===== config.mk =====
export PLATFORM = sky130hd
export DESIGN_NAME = tsw_switch
export DESIGN_NICKNAME = d
export VERILOG_FILES = /design/src/logic/tsw_ram.v /design/src/logic/tsw_switch.v
export VERILOG_INCLUDE_DIRS = /design/src /design/src/logic
export SDC_FILE = /design/constraint.sdc
export NUM_CORES = 2
export LEC_CHECK = 0
export ABC_AREA = 1
export BUFFER_PORTS_ARGS = -buffer_cell sky130_fd_sc_hd__buf_2
export CORE_ASPECT_RATIO = 2
export CORE_MARGIN = 1
export CORE_UTILIZATION = 45
export CTS_CLUSTER_DIAMETER = 30
export CTS_CLUSTER_SIZE = 8
export DETAILED_ROUTE_END_ITERATION = 10
export HOLD_SLACK_MARGIN = 0.1
export PLACE_DENSITY_LB_ADDON = 0.15
export SETUP_SLACK_MARGIN = 0.1
export SLEW_MARGIN = 40
export SYNTH_ARGS = -nofsm -noshare
export SYNTH_HDL_FRONTEND = slang
export SYNTH_SLANG_ARGS = --single-unit

===== constraint.sdc =====
create_clock -name sys_clk_in -period 4.25 [get_ports sys_clk_in]
set_input_delay 0 -clock sys_clk_in [delete_from_list [all_inputs] [get_ports sys_clk_in]]
set_output_delay 0 -clock sys_clk_in [all_outputs]
set_load 0.01 [all_outputs]

===== src/logic/tsw_regs.vh =====
`ifndef TSW_REGS_VH
`define TSW_REGS_VH

// Register byte offsets on the AXI4-Lite port.
`define TSW_OFF_DATA 8'h00
`define TSW_OFF_ADDR 8'h04
`define TSW_OFF_CTRL 8'h08
`define TSW_OFF_MODE 8'h0C
`define TSW_OFF_PBN 8'h10
`define TSW_OFF_STAT 8'h14

// Reset values.
`define TSW_RST_BYTE 8'h00
`define TSW_RST_MODE 2'h0

// Field positions.
`define TSW_BIT_DIR 7
`define TSW_BIT_BUSY 0
`define TSW_BIT_SYNC 1

// Operation and connection codes.
`define TSW_OP_CM 4'h7
`define TSW_OP_TRI 4'h6
`define TSW_CODE_NONE 4'h0
`define TSW_CODE_MAX 4'h7

// Reference clock phases (eight per timeslot).
`define TSW_PH_MEM_A 3'h0
`define TSW_PH_MEM_B 3'h4
`define TSW_PH_MEM_C 3'h7
`define TSW_PH_US_CM_E 3'h0
`define TSW_PH_US_WR_E 3'h1
`define TSW_PH_US_CM_O 3'h2
`define TSW_PH_US_WR_O 3'h3
`define TSW_PH_DS_CM_E 3'h3
`define TSW_PH_DS_CM_O 3'h4
`define TSW_PH_DS_RD_E 3'h5
`define TSW_PH_DS_RD_O 3'h6
`define TSW_PH_CPU_CM 3'h7
`define TSW_PH_CPU_TRI 3'h2
`define TSW_PH_LAST 3'h7

// Timing distances in timeslots.
`define TSW_CFI_LEAD_E 5'h03
`define TSW_CFI_LEAD_O 5'h04
`define TSW_US_BACK_E 5'h02
`define TSW_US_BACK_O 5'h01

// Bit-number values at or above this limit are invalid.
`define TSW_PBN_LIMIT 8'h08

`define TSW_RESP_OK 2'b00
`define TSW_RESP_ERR 2'b10

`endif


===== src/logic/tsw_ram.v =====
`timescale 1ns/1ps
module tsw_ram #(
	parameter WIDTH = 8,
	parameter DEPTH = 32,
	parameter AW = 5
) (
	input wire sys_clk_in,
	input wire rstn_in,
	input wire we_in,
	input wire [AW-1:0] addr_in,
	input wire [WIDTH-1:0] wdata_in,
	output reg [WIDTH-1:0] rdata_out
);
	reg [WIDTH-1:0] mem [0:DEPTH-1];
	integer i;

	// Reset clears every entry, so connection memories start as unassigned.
	always @(posedge sys_clk_in) begin
		if (!rstn_in) begin
			for (i = 0; i < DEPTH; i = i + 1) begin
				mem[i] <= {WIDTH{1'b0}};
			end
			rdata_out <= {WIDTH{1'b0}};
		end else begin
			if (we_in) begin
				mem[addr_in] <= wdata_in;
			end
			rdata_out <= mem[addr_in];
		end
	end
endmodule // tsw_ram


===== src/logic/tsw_switch.v =====
// Contract
// - Codes 0001..0111 drive subscriber output; code 0000 keeps it disabled.
// - Upstream pointer msb zero loops internal downstream output into upstream input.
// - Tristate operation with nibble all ones drives every bit of PCM slot.
// - Each data memory holds just one frame; delay depends on slot positions.
// - Read after write gives this frame's data, otherwise previous frame's.
// - Data received in frame N leaves in frame N, N+1 or N+2.
// - Downstream PCM data written in phases 0, 4 and 7 per block.
// - Phase 0 at each downstream PCM block boundary is no write cycle.
// - Subscriber pair fetched in phases 5 and 6, three slots ahead.
// - Subscriber reads follow fixed port order per interface mode.
// - Upstream subscriber data written at even slots in phases 1 and 3.
// - PCM transmit block read in phases 0, 4, 7, ahead by 4/7/13.
// - Phase 0 at second, third or fifth slot of block is no read.
// - PCM transmit reads proceed in two steps per block.
//
// The placing of the registers and the AXI4-Lite interface to the registers were left to the implementer.
`timescale 1ns/1ps
`include "tsw_regs.vh"
module tsw_switch (
	input wire sys_clk_in,
	input wire rstn_in,
	input wire [7:0] s_axi_awaddr_in,
	input wire s_axi_awvalid_in,
	output wire s_axi_awready_out,
	input wire [31:0] s_axi_wdata_in,
	input wire [3:0] s_axi_wstrb_in,
	input wire s_axi_wvalid_in,
	output wire s_axi_wready_out,
	output reg [1:0] s_axi_bresp_out,
	output reg s_axi_bvalid_out,
	input wire s_axi_bready_in,
	input wire [7:0] s_axi_araddr_in,
	input wire s_axi_arvalid_in,
	output wire s_axi_arready_out,
	output reg [31:0] s_axi_rdata_out,
	output reg [1:0] s_axi_rresp_out,
	output reg s_axi_rvalid_out,
	input wire s_axi_rready_in,
	input wire frame_sync_in,
	input wire [7:0] pcm_receive_in,
	input wire [7:0] subscriber_upstream_input_in,
	output reg [7:0] pcm_transmit_output_out,
	output reg [7:0] pcm_transmit_oe_out,
	output reg [7:0] subscriber_downstream_output_out,
	output reg subscriber_downstream_oe_out,
	output reg [1:0] subscriber_port_out,
	output wire frame_sync_ok_out
);
	// Block length in timeslots for the PCM modes.
	function [4:0] tsw_blk;
		input [1:0] mode;
		begin
			case (mode)
				2'd0: tsw_blk = 5'd2;
				2'd1: tsw_blk = 5'd4;
				default: tsw_blk = 5'd8;
			endcase
		end
	endfunction

	// Slot within a block at which the transmit read of a later block starts.
	function [4:0] tsw_tx_start;
		input [1:0] mode;
		begin
			case (mode)
				2'd0: tsw_tx_start = 5'd0;
				2'd1: tsw_tx_start = 5'd1;
				default: tsw_tx_start = 5'd3;
			endcase
		end
	endfunction

	// Slot within a block whose phase 0 is lost to internal delay on reads.
	function [4:0] tsw_tx_skip;
		input [1:0] mode;
		begin
			case (mode)
				2'd0: tsw_tx_skip = 5'd1;
				2'd1: tsw_tx_skip = 5'd2;
				default: tsw_tx_skip = 5'd4;
			endcase
		end
	endfunction

	// Each tristate nibble bit enables one pair of transmit bits.
	function [7:0] tsw_expand;
		input [3:0] nib;
		begin
			tsw_expand = {{2{nib[3]}}, {2{nib[2]}}, {2{nib[1]}}, {2{nib[0]}}};
		end
	endfunction

	// Output port for the odd slot of a fetched pair.
	function [1:0] tsw_odd_port;
		input [1:0] mode;
		input [1:0] step;
		begin
			case (mode)
				2'd0: tsw_odd_port = step;
				2'd1: tsw_odd_port = 2'd1;
				default: tsw_odd_port = 2'd0;
			endcase
		end
	endfunction

	reg aw_have_q;
	reg w_have_q;
	reg [7:0] aw_addr_q;
	reg [7:0] w_data_q;
	reg w_strb_q;
	reg [7:0] memory_access_data_reg_q;
	reg [7:0] memory_access_address_reg_q;
	reg [7:0] memory_access_control_reg_q;
	reg [7:0] pcm_bit_number_reg_q;
	reg [1:0] pcm_mode_q;
	reg [1:0] cfi_mode_q;
	reg busy_q;
	reg sync_q;
	reg [2:0] ph_q;
	reg [4:0] ts_q;
	reg [7:0] ds_hold_q;
	reg [4:0] ds_hold_ts_q;
	reg ds_hold_v_q;
	reg [11:0] ds_ev_q;
	reg [11:0] ds_od_q;
	reg [1:0] step_q;
	reg [7:0] sbuf_data_q [0:3];
	reg [3:0] sbuf_code_q [0:3];
	reg [1:0] sbuf_port_q [0:3];
	reg [7:0] up_ext_q [0:1];
	reg [7:0] up_int_q [0:1];
	reg [3:0] rd_cnt_q;
	reg [4:0] rd_idx_q;
	reg rd_pend_q;
	reg [3:0] rd_pend_idx_q;
	reg [7:0] tx_data_q [0:15];
	reg [7:0] tx_oe_q [0:15];
	integer i;

	wire wr_go = aw_have_q && w_have_q && !s_axi_bvalid_out;
	wire rd_go = s_axi_arvalid_in && !s_axi_rvalid_out;
	wire wr_byte = wr_go && w_strb_q;
	wire cpu_is_tri = memory_access_control_reg_q[7:4] == `TSW_OP_TRI;
	wire cpu_is_cm = memory_access_control_reg_q[7:4] == `TSW_OP_CM;
	wire cpu_up = memory_access_address_reg_q[`TSW_BIT_DIR];
	wire [4:0] cpu_slot = memory_access_address_reg_q[4:0];
	wire cpu_cm_go = busy_q && cpu_is_cm && ph_q == `TSW_PH_CPU_CM;
	wire cpu_tri_go = busy_q && cpu_is_tri && ph_q == `TSW_PH_CPU_TRI;
	wire cpu_done = busy_q && (cpu_is_tri ? ph_q == `TSW_PH_CPU_TRI : ph_q == `TSW_PH_CPU_CM);
	wire [7:0] pbn_wr = w_data_q;
	wire pbn_write = wr_byte && aw_addr_q == `TSW_OFF_PBN;
	wire [7:0] pbn_d = pbn_write ? pbn_wr : pcm_bit_number_reg_q;
	wire pbn_ok = pbn_d < `TSW_PBN_LIMIT;
	wire mem_ph = ph_q == `TSW_PH_MEM_A || ph_q == `TSW_PH_MEM_B || ph_q == `TSW_PH_MEM_C;
	wire [4:0] blk = tsw_blk(pcm_mode_q);
	wire [4:0] blk_pos = ts_q & (blk - 5'd1);
	wire ds_wr = ds_hold_v_q && mem_ph && !(ph_q == `TSW_PH_MEM_A && blk_pos == 5'd0);
	wire rd_start = ph_q == `TSW_PH_MEM_A && blk_pos == tsw_tx_start(pcm_mode_q);
	wire rd_cyc = mem_ph && !(ph_q == `TSW_PH_MEM_A && blk_pos == tsw_tx_skip(pcm_mode_q));
	wire us_rd = rd_cnt_q != 4'd0 && rd_cyc && !rd_start;
	wire [4:0] rd_base = ts_q - tsw_tx_start(pcm_mode_q) + {blk[3:0], 1'b0};
	wire ds_fetch = ts_q[0];
	wire us_even = !ts_q[0];
	wire [4:0] ts_e3 = ts_q + `TSW_CFI_LEAD_E;
	wire [4:0] ts_o4 = ts_q + `TSW_CFI_LEAD_O;
	wire [11:0] ds_cm_rd;
	wire [11:0] us_cm_rd;
	wire [7:0] ds_dm_rd;
	wire [7:0] us_dm_rd;
	wire [7:0] tri_rd;
	reg [4:0] ds_cm_addr;
	reg [4:0] us_cm_addr;
	reg [4:0] ds_dm_addr;
	wire us_wr_e = us_even && ph_q == `TSW_PH_US_WR_E;
	wire us_wr_o = us_even && ph_q == `TSW_PH_US_WR_O;
	wire us_loop = !us_cm_rd[`TSW_BIT_DIR];
	wire us_par = us_wr_o;
	wire us_wr = (us_wr_e || us_wr_o) && us_cm_rd[11:8] != `TSW_CODE_NONE;
	wire [7:0] us_byte = us_loop ? up_int_q[us_par] : up_ext_q[us_par];

	assign s_axi_awready_out = !aw_have_q;
	assign s_axi_wready_out = !w_have_q;
	assign s_axi_arready_out = !s_axi_rvalid_out;
	assign frame_sync_ok_out = sync_q;

	// One memory entry per timeslot and direction: a single frame of buffering.
	always @* begin
		case (ph_q)
			`TSW_PH_DS_CM_E: ds_cm_addr = ts_e3;
			`TSW_PH_DS_CM_O: ds_cm_addr = ts_o4;
			default: ds_cm_addr = cpu_slot;
		endcase
		case (ph_q)
			`TSW_PH_US_CM_E: us_cm_addr = ts_q - `TSW_US_BACK_E;
			`TSW_PH_US_CM_O: us_cm_addr = ts_q - `TSW_US_BACK_O;
			default: us_cm_addr = cpu_slot;
		endcase
		if (ds_wr) begin
			ds_dm_addr = ds_hold_ts_q;
		end else if (ph_q == `TSW_PH_DS_RD_E) begin
			ds_dm_addr = ds_ev_q[4:0];
		end else begin
			ds_dm_addr = ds_od_q[4:0];
		end
	end

	tsw_ram #(.WIDTH(12), .DEPTH(32), .AW(5)) u_ds_cm (
		.sys_clk_in(sys_clk_in),
		.rstn_in(rstn_in),
		.we_in(cpu_cm_go && !cpu_up),
		.addr_in(ds_cm_addr),
		.wdata_in({memory_access_control_reg_q[3:0], memory_access_data_reg_q}),
		.rdata_out(ds_cm_rd)
	);

	tsw_ram #(.WIDTH(12), .DEPTH(32), .AW(5)) u_us_cm (
		.sys_clk_in(sys_clk_in),
		.rstn_in(rstn_in),
		.we_in(cpu_cm_go && cpu_up),
		.addr_in(us_cm_addr),
		.wdata_in({memory_access_control_reg_q[3:0], memory_access_data_reg_q}),
		.rdata_out(us_cm_rd)
	);

	tsw_ram #(.WIDTH(8), .DEPTH(32), .AW(5)) u_ds_dm (
		.sys_clk_in(sys_clk_in),
		.rstn_in(rstn_in),
		.we_in(ds_wr),
		.addr_in(ds_dm_addr),
		.wdata_in(ds_hold_q),
		.rdata_out(ds_dm_rd)
	);

	tsw_ram #(.WIDTH(8), .DEPTH(32), .AW(5)) u_us_dm (
		.sys_clk_in(sys_clk_in),
		.rstn_in(rstn_in),
		.we_in(us_wr),
		.addr_in(us_wr ? us_cm_rd[4:0] : rd_idx_q),
		.wdata_in(us_byte),
		.rdata_out(us_dm_rd)
	);

	tsw_ram #(.WIDTH(8), .DEPTH(32), .AW(5)) u_tri (
		.sys_clk_in(sys_clk_in),
		.rstn_in(rstn_in),
		.we_in(cpu_tri_go),
		.addr_in(cpu_tri_go ? cpu_slot : rd_idx_q),
		.wdata_in(tsw_expand(memory_access_data_reg_q[3:0])),
		.rdata_out(tri_rd)
	);

	// Register bus: address and data are taken in either order.
	always @(posedge sys_clk_in) begin
		if (!rstn_in) begin
			aw_have_q <= 1'b0;
			w_have_q <= 1'b0;
			aw_addr_q <= `TSW_RST_BYTE;
			w_data_q <= `TSW_RST_BYTE;
			w_strb_q <= 1'b0;
			s_axi_bvalid_out <= 1'b0;
			s_axi_bresp_out <= `TSW_RESP_OK;
			s_axi_rvalid_out <= 1'b0;
			s_axi_rresp_out <= `TSW_RESP_OK;
			s_axi_rdata_out <= 32'h00000000;
		end else begin
			if (s_axi_awvalid_in && !aw_have_q) begin
				aw_have_q <= 1'b1;
				aw_addr_q <= {s_axi_awaddr_in[7:2], 2'b00};
			end
			if (s_axi_wvalid_in && !w_have_q) begin
				w_have_q <= 1'b1;
				w_data_q <= s_axi_wdata_in[7:0];
				w_strb_q <= s_axi_wstrb_in[0];
			end
			if (wr_go) begin
				aw_have_q <= 1'b0;
				w_have_q <= 1'b0;
				s_axi_bvalid_out <= 1'b1;
				s_axi_bresp_out <= aw_addr_q > `TSW_OFF_STAT ? `TSW_RESP_ERR : `TSW_RESP_OK;
			end else if (s_axi_bready_in) begin
				s_axi_bvalid_out <= 1'b0;
			end
			if (rd_go) begin
				s_axi_rvalid_out <= 1'b1;
				s_axi_rresp_out <= `TSW_RESP_OK;
				case ({s_axi_araddr_in[7:2], 2'b00})
					`TSW_OFF_DATA: s_axi_rdata_out <= {24'h000000, memory_access_data_reg_q};
					`TSW_OFF_ADDR: s_axi_rdata_out <= {24'h000000, memory_access_address_reg_q};
					`TSW_OFF_CTRL: s_axi_rdata_out <= {24'h000000, memory_access_control_reg_q};
					`TSW_OFF_MODE: s_axi_rdata_out <= {28'h0000000, cfi_mode_q, pcm_mode_q};
					`TSW_OFF_PBN: s_axi_rdata_out <= {24'h000000, pcm_bit_number_reg_q};
					`TSW_OFF_STAT: s_axi_rdata_out <= {30'h00000000, sync_q, busy_q};
					default: begin
						s_axi_rdata_out <= 32'h00000000;
						s_axi_rresp_out <= `TSW_RESP_ERR;
					end
				endcase
			end else if (s_axi_rready_in) begin
				s_axi_rvalid_out <= 1'b0;
			end
		end
	end

	// Indirect memory access: writes wait for their free phase while busy.
	always @(posedge sys_clk_in) begin
		if (!rstn_in) begin
			memory_access_data_reg_q <= `TSW_RST_BYTE;
			memory_access_address_reg_q <= `TSW_RST_BYTE;
			memory_access_control_reg_q <= `TSW_RST_BYTE;
			pcm_bit_number_reg_q <= `TSW_RST_BYTE;
			pcm_mode_q <= `TSW_RST_MODE;
			cfi_mode_q <= `TSW_RST_MODE;
			busy_q <= 1'b0;
			sync_q <= 1'b0;
		end else begin
			if (cpu_done) begin
				busy_q <= 1'b0;
			end
			if (wr_byte && !busy_q) begin
				case (aw_addr_q)
					`TSW_OFF_DATA: memory_access_data_reg_q <= w_data_q;
					`TSW_OFF_ADDR: memory_access_address_reg_q <= w_data_q;
					`TSW_OFF_CTRL: begin
						memory_access_control_reg_q <= w_data_q;
						busy_q <= 1'b1;
					end
					default: ;
				endcase
			end
			if (wr_byte && aw_addr_q == `TSW_OFF_MODE) begin
				pcm_mode_q <= w_data_q[1:0];
				cfi_mode_q <= w_data_q[3:2];
			end
			// A bit-number write drops sync; a frame pulse with a valid number, in the same or a later cycle, regains it.
			if (pbn_write) begin
				pcm_bit_number_reg_q <= w_data_q;
				sync_q <= 1'b0;
			end
			if (frame_sync_in && pbn_ok) begin
				sync_q <= 1'b1;
			end
		end
	end

	// Timeslot and phase counters; a new bit shift is applied only on resync.
	always @(posedge sys_clk_in) begin
		if (!rstn_in) begin
			ph_q <= 3'h0;
			ts_q <= 5'h00;
		end else if (frame_sync_in && !sync_q && pbn_ok) begin
			ph_q <= pbn_d[2:0];
			ts_q <= 5'h00;
		end else begin
			ph_q <= ph_q + 3'h1;
			if (ph_q == `TSW_PH_LAST) begin
				ts_q <= ts_q + 5'h01;
			end
		end
	end

	// Data paths use fixed phases; subscriber fetches run in odd slots and upstream writes in even slots.
	always @(posedge sys_clk_in) begin
		if (!rstn_in) begin
			ds_hold_q <= `TSW_RST_BYTE;
			ds_hold_ts_q <= 5'h00;
			ds_hold_v_q <= 1'b0;
			ds_ev_q <= 12'h000;
			ds_od_q <= 12'h000;
			step_q <= 2'd0;
			rd_cnt_q <= 4'h0;
			rd_idx_q <= 5'h00;
			rd_pend_q <= 1'b0;
			rd_pend_idx_q <= 4'h0;
			pcm_transmit_output_out <= `TSW_RST_BYTE;
			pcm_transmit_oe_out <= `TSW_RST_BYTE;
			subscriber_downstream_output_out <= `TSW_RST_BYTE;
			subscriber_downstream_oe_out <= 1'b0;
			subscriber_port_out <= 2'd0;
			for (i = 0; i < 4; i = i + 1) begin
				sbuf_data_q[i] <= `TSW_RST_BYTE;
				sbuf_code_q[i] <= `TSW_CODE_NONE;
				sbuf_port_q[i] <= 2'd0;
			end
			for (i = 0; i < 2; i = i + 1) begin
				up_ext_q[i] <= `TSW_RST_BYTE;
				up_int_q[i] <= `TSW_RST_BYTE;
			end
			for (i = 0; i < 16; i = i + 1) begin
				tx_data_q[i] <= `TSW_RST_BYTE;
				tx_oe_q[i] <= `TSW_RST_BYTE;
			end
		end else begin
			// Downstream PCM capture; a fresh capture beats the write that empties the hold.
			if (ds_wr) begin
				ds_hold_v_q <= 1'b0;
			end
			if (ph_q == `TSW_PH_LAST) begin
				ds_hold_q <= pcm_receive_in;
				ds_hold_ts_q <= ts_q;
				ds_hold_v_q <= 1'b1;
				up_ext_q[ts_q[0]] <= subscriber_upstream_input_in;
				up_int_q[ts_q[0]] <= subscriber_downstream_output_out;
			end
			// Subscriber fetch of the pair three slots ahead, in port order.
			if (ds_fetch && ph_q == `TSW_PH_DS_CM_O) begin
				ds_ev_q <= ds_cm_rd;
			end
			if (ds_fetch && ph_q == `TSW_PH_DS_RD_E) begin
				ds_od_q <= ds_cm_rd;
			end
			if (ds_fetch && ph_q == `TSW_PH_DS_RD_O) begin
				sbuf_data_q[ts_e3[1:0]] <= ds_dm_rd;
				sbuf_code_q[ts_e3[1:0]] <= ds_ev_q[11:8];
				sbuf_port_q[ts_e3[1:0]] <= 2'd0;
			end
			if (ds_fetch && ph_q == `TSW_PH_LAST) begin
				sbuf_data_q[ts_o4[1:0]] <= ds_dm_rd;
				sbuf_code_q[ts_o4[1:0]] <= ds_od_q[11:8];
				sbuf_port_q[ts_o4[1:0]] <= tsw_odd_port(cfi_mode_q, step_q);
				step_q <= step_q + 2'd1;
			end
			// PCM transmit block read, first step then second step of the block.
			if (rd_start) begin
				rd_cnt_q <= blk[3:0];
				rd_idx_q <= rd_base;
			end else if (us_rd) begin
				rd_cnt_q <= rd_cnt_q - 4'h1;
				rd_idx_q <= rd_idx_q + 5'h01;
			end
			rd_pend_q <= us_rd;
			rd_pend_idx_q <= rd_idx_q[3:0];
			if (rd_pend_q) begin
				tx_data_q[rd_pend_idx_q] <= us_dm_rd;
				tx_oe_q[rd_pend_idx_q] <= tri_rd;
			end
			// Output registers load at the start of every slot.
			if (ph_q == `TSW_PH_LAST) begin
				pcm_transmit_output_out <= tx_data_q[ts_q[3:0] + 4'h1];
				pcm_transmit_oe_out <= tx_oe_q[ts_q[3:0] + 4'h1];
				subscriber_downstream_output_out <= sbuf_data_q[ts_q[1:0] + 2'd1];
				subscriber_port_out <= sbuf_port_q[ts_q[1:0] + 2'd1];
				subscriber_downstream_oe_out <= sbuf_code_q[ts_q[1:0] + 2'd1] != `TSW_CODE_NONE
					&& sbuf_code_q[ts_q[1:0] + 2'd1] <= `TSW_CODE_MAX;
			end
		end
	end
endmodule // tsw_switch


==> flow_metrics.py <==
metrics = {
    "worst_setup_path": {
        "cp_cell_sequence": "nor2_1 -> inv_1 -> ha_1 -> nand2_1 -> nand2_1 -> nor2_1 -> nor2_1 -> nand2_1 -> nand2_1 -> inv_1 -> nand2_1 -> nor3_4 -> buf_4 -> nand2_2 -> nand2_1",
        "worst_setup_path_endpoint": "u_ds_dm.mem[31][1]$_SDFFCE_PN0P_",
        "crit_top_cell": "nand2_1",
        "critPathSlowestCell": "nor3_4",
        "crit_path_max_incr_delay_ns": 0.55,
        "worstReg2RegEnd": "u_ds_dm.mem[31][1]$_SDFFCE_PN0P_",
        "worstSetupEndpointType": "flip-flop",
        "timing.setup.critical_path_class": "flip-flop to flip-flop",
        "rr_worst_depth": 15,
        "cp.arrival_ns": 4.32,
        "cp-start-kind": "flip-flop",
        "timing.rr.start": "pcm_mode_q[1]$_SDFFE_PN0P_",
        "worst-path-max-fanout": 11,
        "reg2reg_slack_ns": 0.39,
        "critical_path.startpoint": "pcm_mode_q[1]$_SDFFE_PN0P_",
        "crit_required_ns": 4.71,
    },
    "timing": {
        "final-hold-violation-count": 0,
        "report.final.setup_viol": 0,
        "timing.setup.tns_ns": 0,
        "finalWorstPathRequiredPeriod_ns": 3.86,
        "final.setup_skew_ns": 0.0327,
        "unrepaired_setup_endpoints_after_global_routing": "false",
        "fmax_mhz": 259,
        "max_slew.worst_pin.slew_ns": 0.967,
        "maxSlewViolCount": 0,
        "share_of_the_cycle_needed_by_the_critical_path_after_routing_pct": 90.8,
        "worst_slew_margin_rel_pct": 34.9,
    },
    "synth": {
        "synth.cell_area_mm2": 0.0764,
        "synthTopCellsByArea": "edfxtp_1 60%, nand2_1 12%, nor2_1 9.5%",
        "synth.cells.most_frequent": "2440 x nand2_1, 1932 x nor2_1, 1528 x edfxtp_1",
        "dominant_cell_type_by_area_after_synthesis": "edfxtp_1",
        "most_numerous_cell_in_the_yosys_netlist": "nand2_1",
        "synth_top_cell_area_share_pct": 60.0,
        "asyncSetResetFlopFracSynth_pct": 0,
        "ys.flop_type": "edfxtp_1",
        "main_combinational_cell_family_by_area_after_synthesis": "simple AND/OR/NAND/NOR gates",
        "synth-adder-area-share_pct": 0.452,
        "synth.mux.area_fraction_pct": 0,
        "synth-edff-count": 1528,
        "synth_register_bits": 1713,
        "synth_simple_gate_area_share_pct": 24.9,
        "synth.yosys.seq_area_share_pct": 64.9,
        "synth_warnings": 0,
        "post_synth_num_cell_types": 50,
        "synthCells": 8123,
        "parity_gate_share_of_the_synthesized_area_counting_xor_and_xnor_cells_pct": 0.126,
        "postSynthAreaPerCell_um2": 9.41,
        "synth_compound_area_share_pct": 5.54,
    },
    "placement": {
        "place_inst": 10100,
        "gp_congestion": 0.925,
        "numPortBuffers": 87,
        "dp_hpwl_mm": 152,
        "placedInstanceArea_mm2": 0.0794,
    },
    "route": {
        "detail_route.wl_per_cell_um": 21.3,
        "total_wire_length_after_detailed_routing_mm": 228,
        "initialDrtViolationCount": 4346,
        "vias": 57300,
        "final_antenna_net_count": 0,
        "post-route-drc-count": 0,
        "drt-pass1-iter-count": 6,
        "route.detailed.vias_per_inst": 5.36,
    },
    "clock_network": {
        "cts-htree-levels": 5,
        "clk_pin_slew_worst_paths_ns": 0.05,
        "cts_tree": "built",
        "cts_root_buffer": "clkbuf_16",
        "numCtsBuffers": 279,
        "clock_latency_ns": 0.82,
        "clk_path_buf_depth": 4,
        "sink_count": 1713,
    },
    "layout": {
        "layout-drive-gt1-share_pct": 8.79,
        "finish.instance_area_mm2": 0.0887,
        "layout.filler_cells": 15300,
        "layout-area-overhead-vs-synth_pct": 16.1,
        "fin_nets": 8372,
        "final_core_utilization_pct": 52.7,
        "finalNonFillerCells": 10700,
    },
    "job": {
        "cap_viol_max_count": 0,
    },
    "run_status": {
        "run_status": "finished clean",
    },
    "power_and_ir_drop": {
        "ir_worst_vdd_mv": 0.290,
        "power_leakage_nw": 33.7,
        "power.density_mw_per_mm2": 485,
    },
    "global_routing": {
        "gr-usage-all-layers_pct": 26.3,
        "antenna_violations_before_repair": 11,
        "grt_pass1_vias": 58400,
        "first_pass_grt_wire_length_mm": 341,
        "grt_overflow_total": 0,
        "grt_max_degree": 93,
    },
    "floorplan": {
        "placementRows": 213,
        "top_level_ports": 145,
        "initial_core_util_pct": 45.4,
        "core_footprint_mm2": 0.168,
        "dieWidth_um": 293,
        "chipHeight_um": 585,
        "fp.dieArea_mm2": 0.172,
    },
    "worst_hold_path": {
        "hp-class": "input port to flip-flop",
    },
}
area by class of cell:
class / instances / area, um^2 / area share, %
Clock buffer: 392 / 7780 / 8.77
Timing Repair Buffer: 374 / 3100 / 3.49
Clock inverter: 50 / 474 / 0.534
Antenna cell: 5 / 12.5 / 0.0141
Sequential cell: 1713 / 49600 / 55.9
Inverter: 236 / 927 / 1.04
Multi-Input combinational cell: 5665 / 24000 / 27.1
Tap cell: 2257 / 2820 / 3.18
worst min path at each step:
stage,to,slack (ns),cells past startpoint,from
CTS,pbn_wr[3]$_SDFFE_PN0P_,0.11,4,s_axi_wdata_in[3]
detailed placement,s_axi_bvalid_out$_SDFFE_PN0P_,0.22,2,s_axi_bready_in
global placement,s_axi_bvalid_out$_SDFFE_PN0P_,0.22,2,s_axi_bready_in
finish,s_axi_rdata_out[0]$_SDFFE_PN0P_,0.14,6,s_axi_araddr_in[7]
global route,pbn_wr[5]$_SDFFE_PN0P_,0.18,4,s_axi_wdata_in[5]
floorplan,s_axi_bvalid_out$_SDFFE_PN0P_,0.11,1,s_axi_bready_in
per-stage QoR:
stage	setup slack, ns	total power [mW]	hold WS (ns)
3_3_place_gp	0.179	22.7	0.218
4_1_cts	0.365	43.2	0.106
6_report	0.391	43.0	0.138
3_5_place_dp	0.378	22.7	0.221
2_1_floorplan	0.610	21.3	0.114
5_1_grt	0.102	44.2	0.184
cells in the final DEF (no fill, tap or decap), types with 17 or more instances in the layout:
cell type and instances:
buf_2 86, nor3_1 39, clkbuf_1 90, edfxtp_1 1528
a21oi_1 284, o22ai_1 35, dfxtp_1 184, nand2_2 46
nor2_1 1925, nand3_1 244, buf_4 168, dlygate4sd3_1 98
ha_1 24, conb_1 30, nand2_1 2435, a211oi_1 21
nand4_1 101, clkinv_2 17, buf_12 18, inv_1 203
o21ai_0 320, clkbuf_16 292, o221ai_1 39
sequential cells by signal (all words and copies together), names as in the netlist, 9 cells and up:
register	cells
sbuf_code_q	16
ds_ev_q	9
u_ds_cm.mem	288
up_ext_q	16
u_tri.mem	128
u_us_cm.rdata_out	10
u_ds_cm.rdata_out	9
u_us_dm.mem	256
ds_od_q	9
tx_oe_q	64
tx_data_q	128
up_int_q	16
sbuf_data_q	32
u_us_cm.mem	320
u_ds_dm.mem	256
power breakdown:
group          total [mW]  leakage [nW]  internal, mW  switching (mW)
sequential           19.2          17.2          18.9           0.245
clock                20.5          4.01          13.0            7.52
combinational        3.35          12.5         0.792            2.56
worst max-delay path, delay by kind of cell, from the launching register on:
kind,cells,cell delay [ns]
flops,1,0.35
simple gates,11,2.30
fa+ha+maj,1,0.29
buf+inv,3,0.57
logic make-up after synthesis:
kind of cell / after synthesis
flops: 1713
other cells: 1
compound gates: 764
fa+ha+maj: 27
simple gates: 4833
buf+inv: 774
xor+xnor: 11
what timing repair did:
action,in CTS,in global routing
endpoints found under the setup margin,0,5
hold endpoints to repair,170,0
gates resized for setup,0,1
buffers inserted,0,0
hold buffers,98,0
routing by layer:
metal | GRT usage (%) | routed length (um) | part of all wire, %
met1 | 25.9 | 76100 | 33
met2 | 50.7 | 125000 | 55
met3 | 3.59 | 11500 | 5.0
met4 | 17.1 | 15500 | 6.8
met5 | 0 | 71 | 0.031
Note: power is estimated with default switching activity, not from simulation.
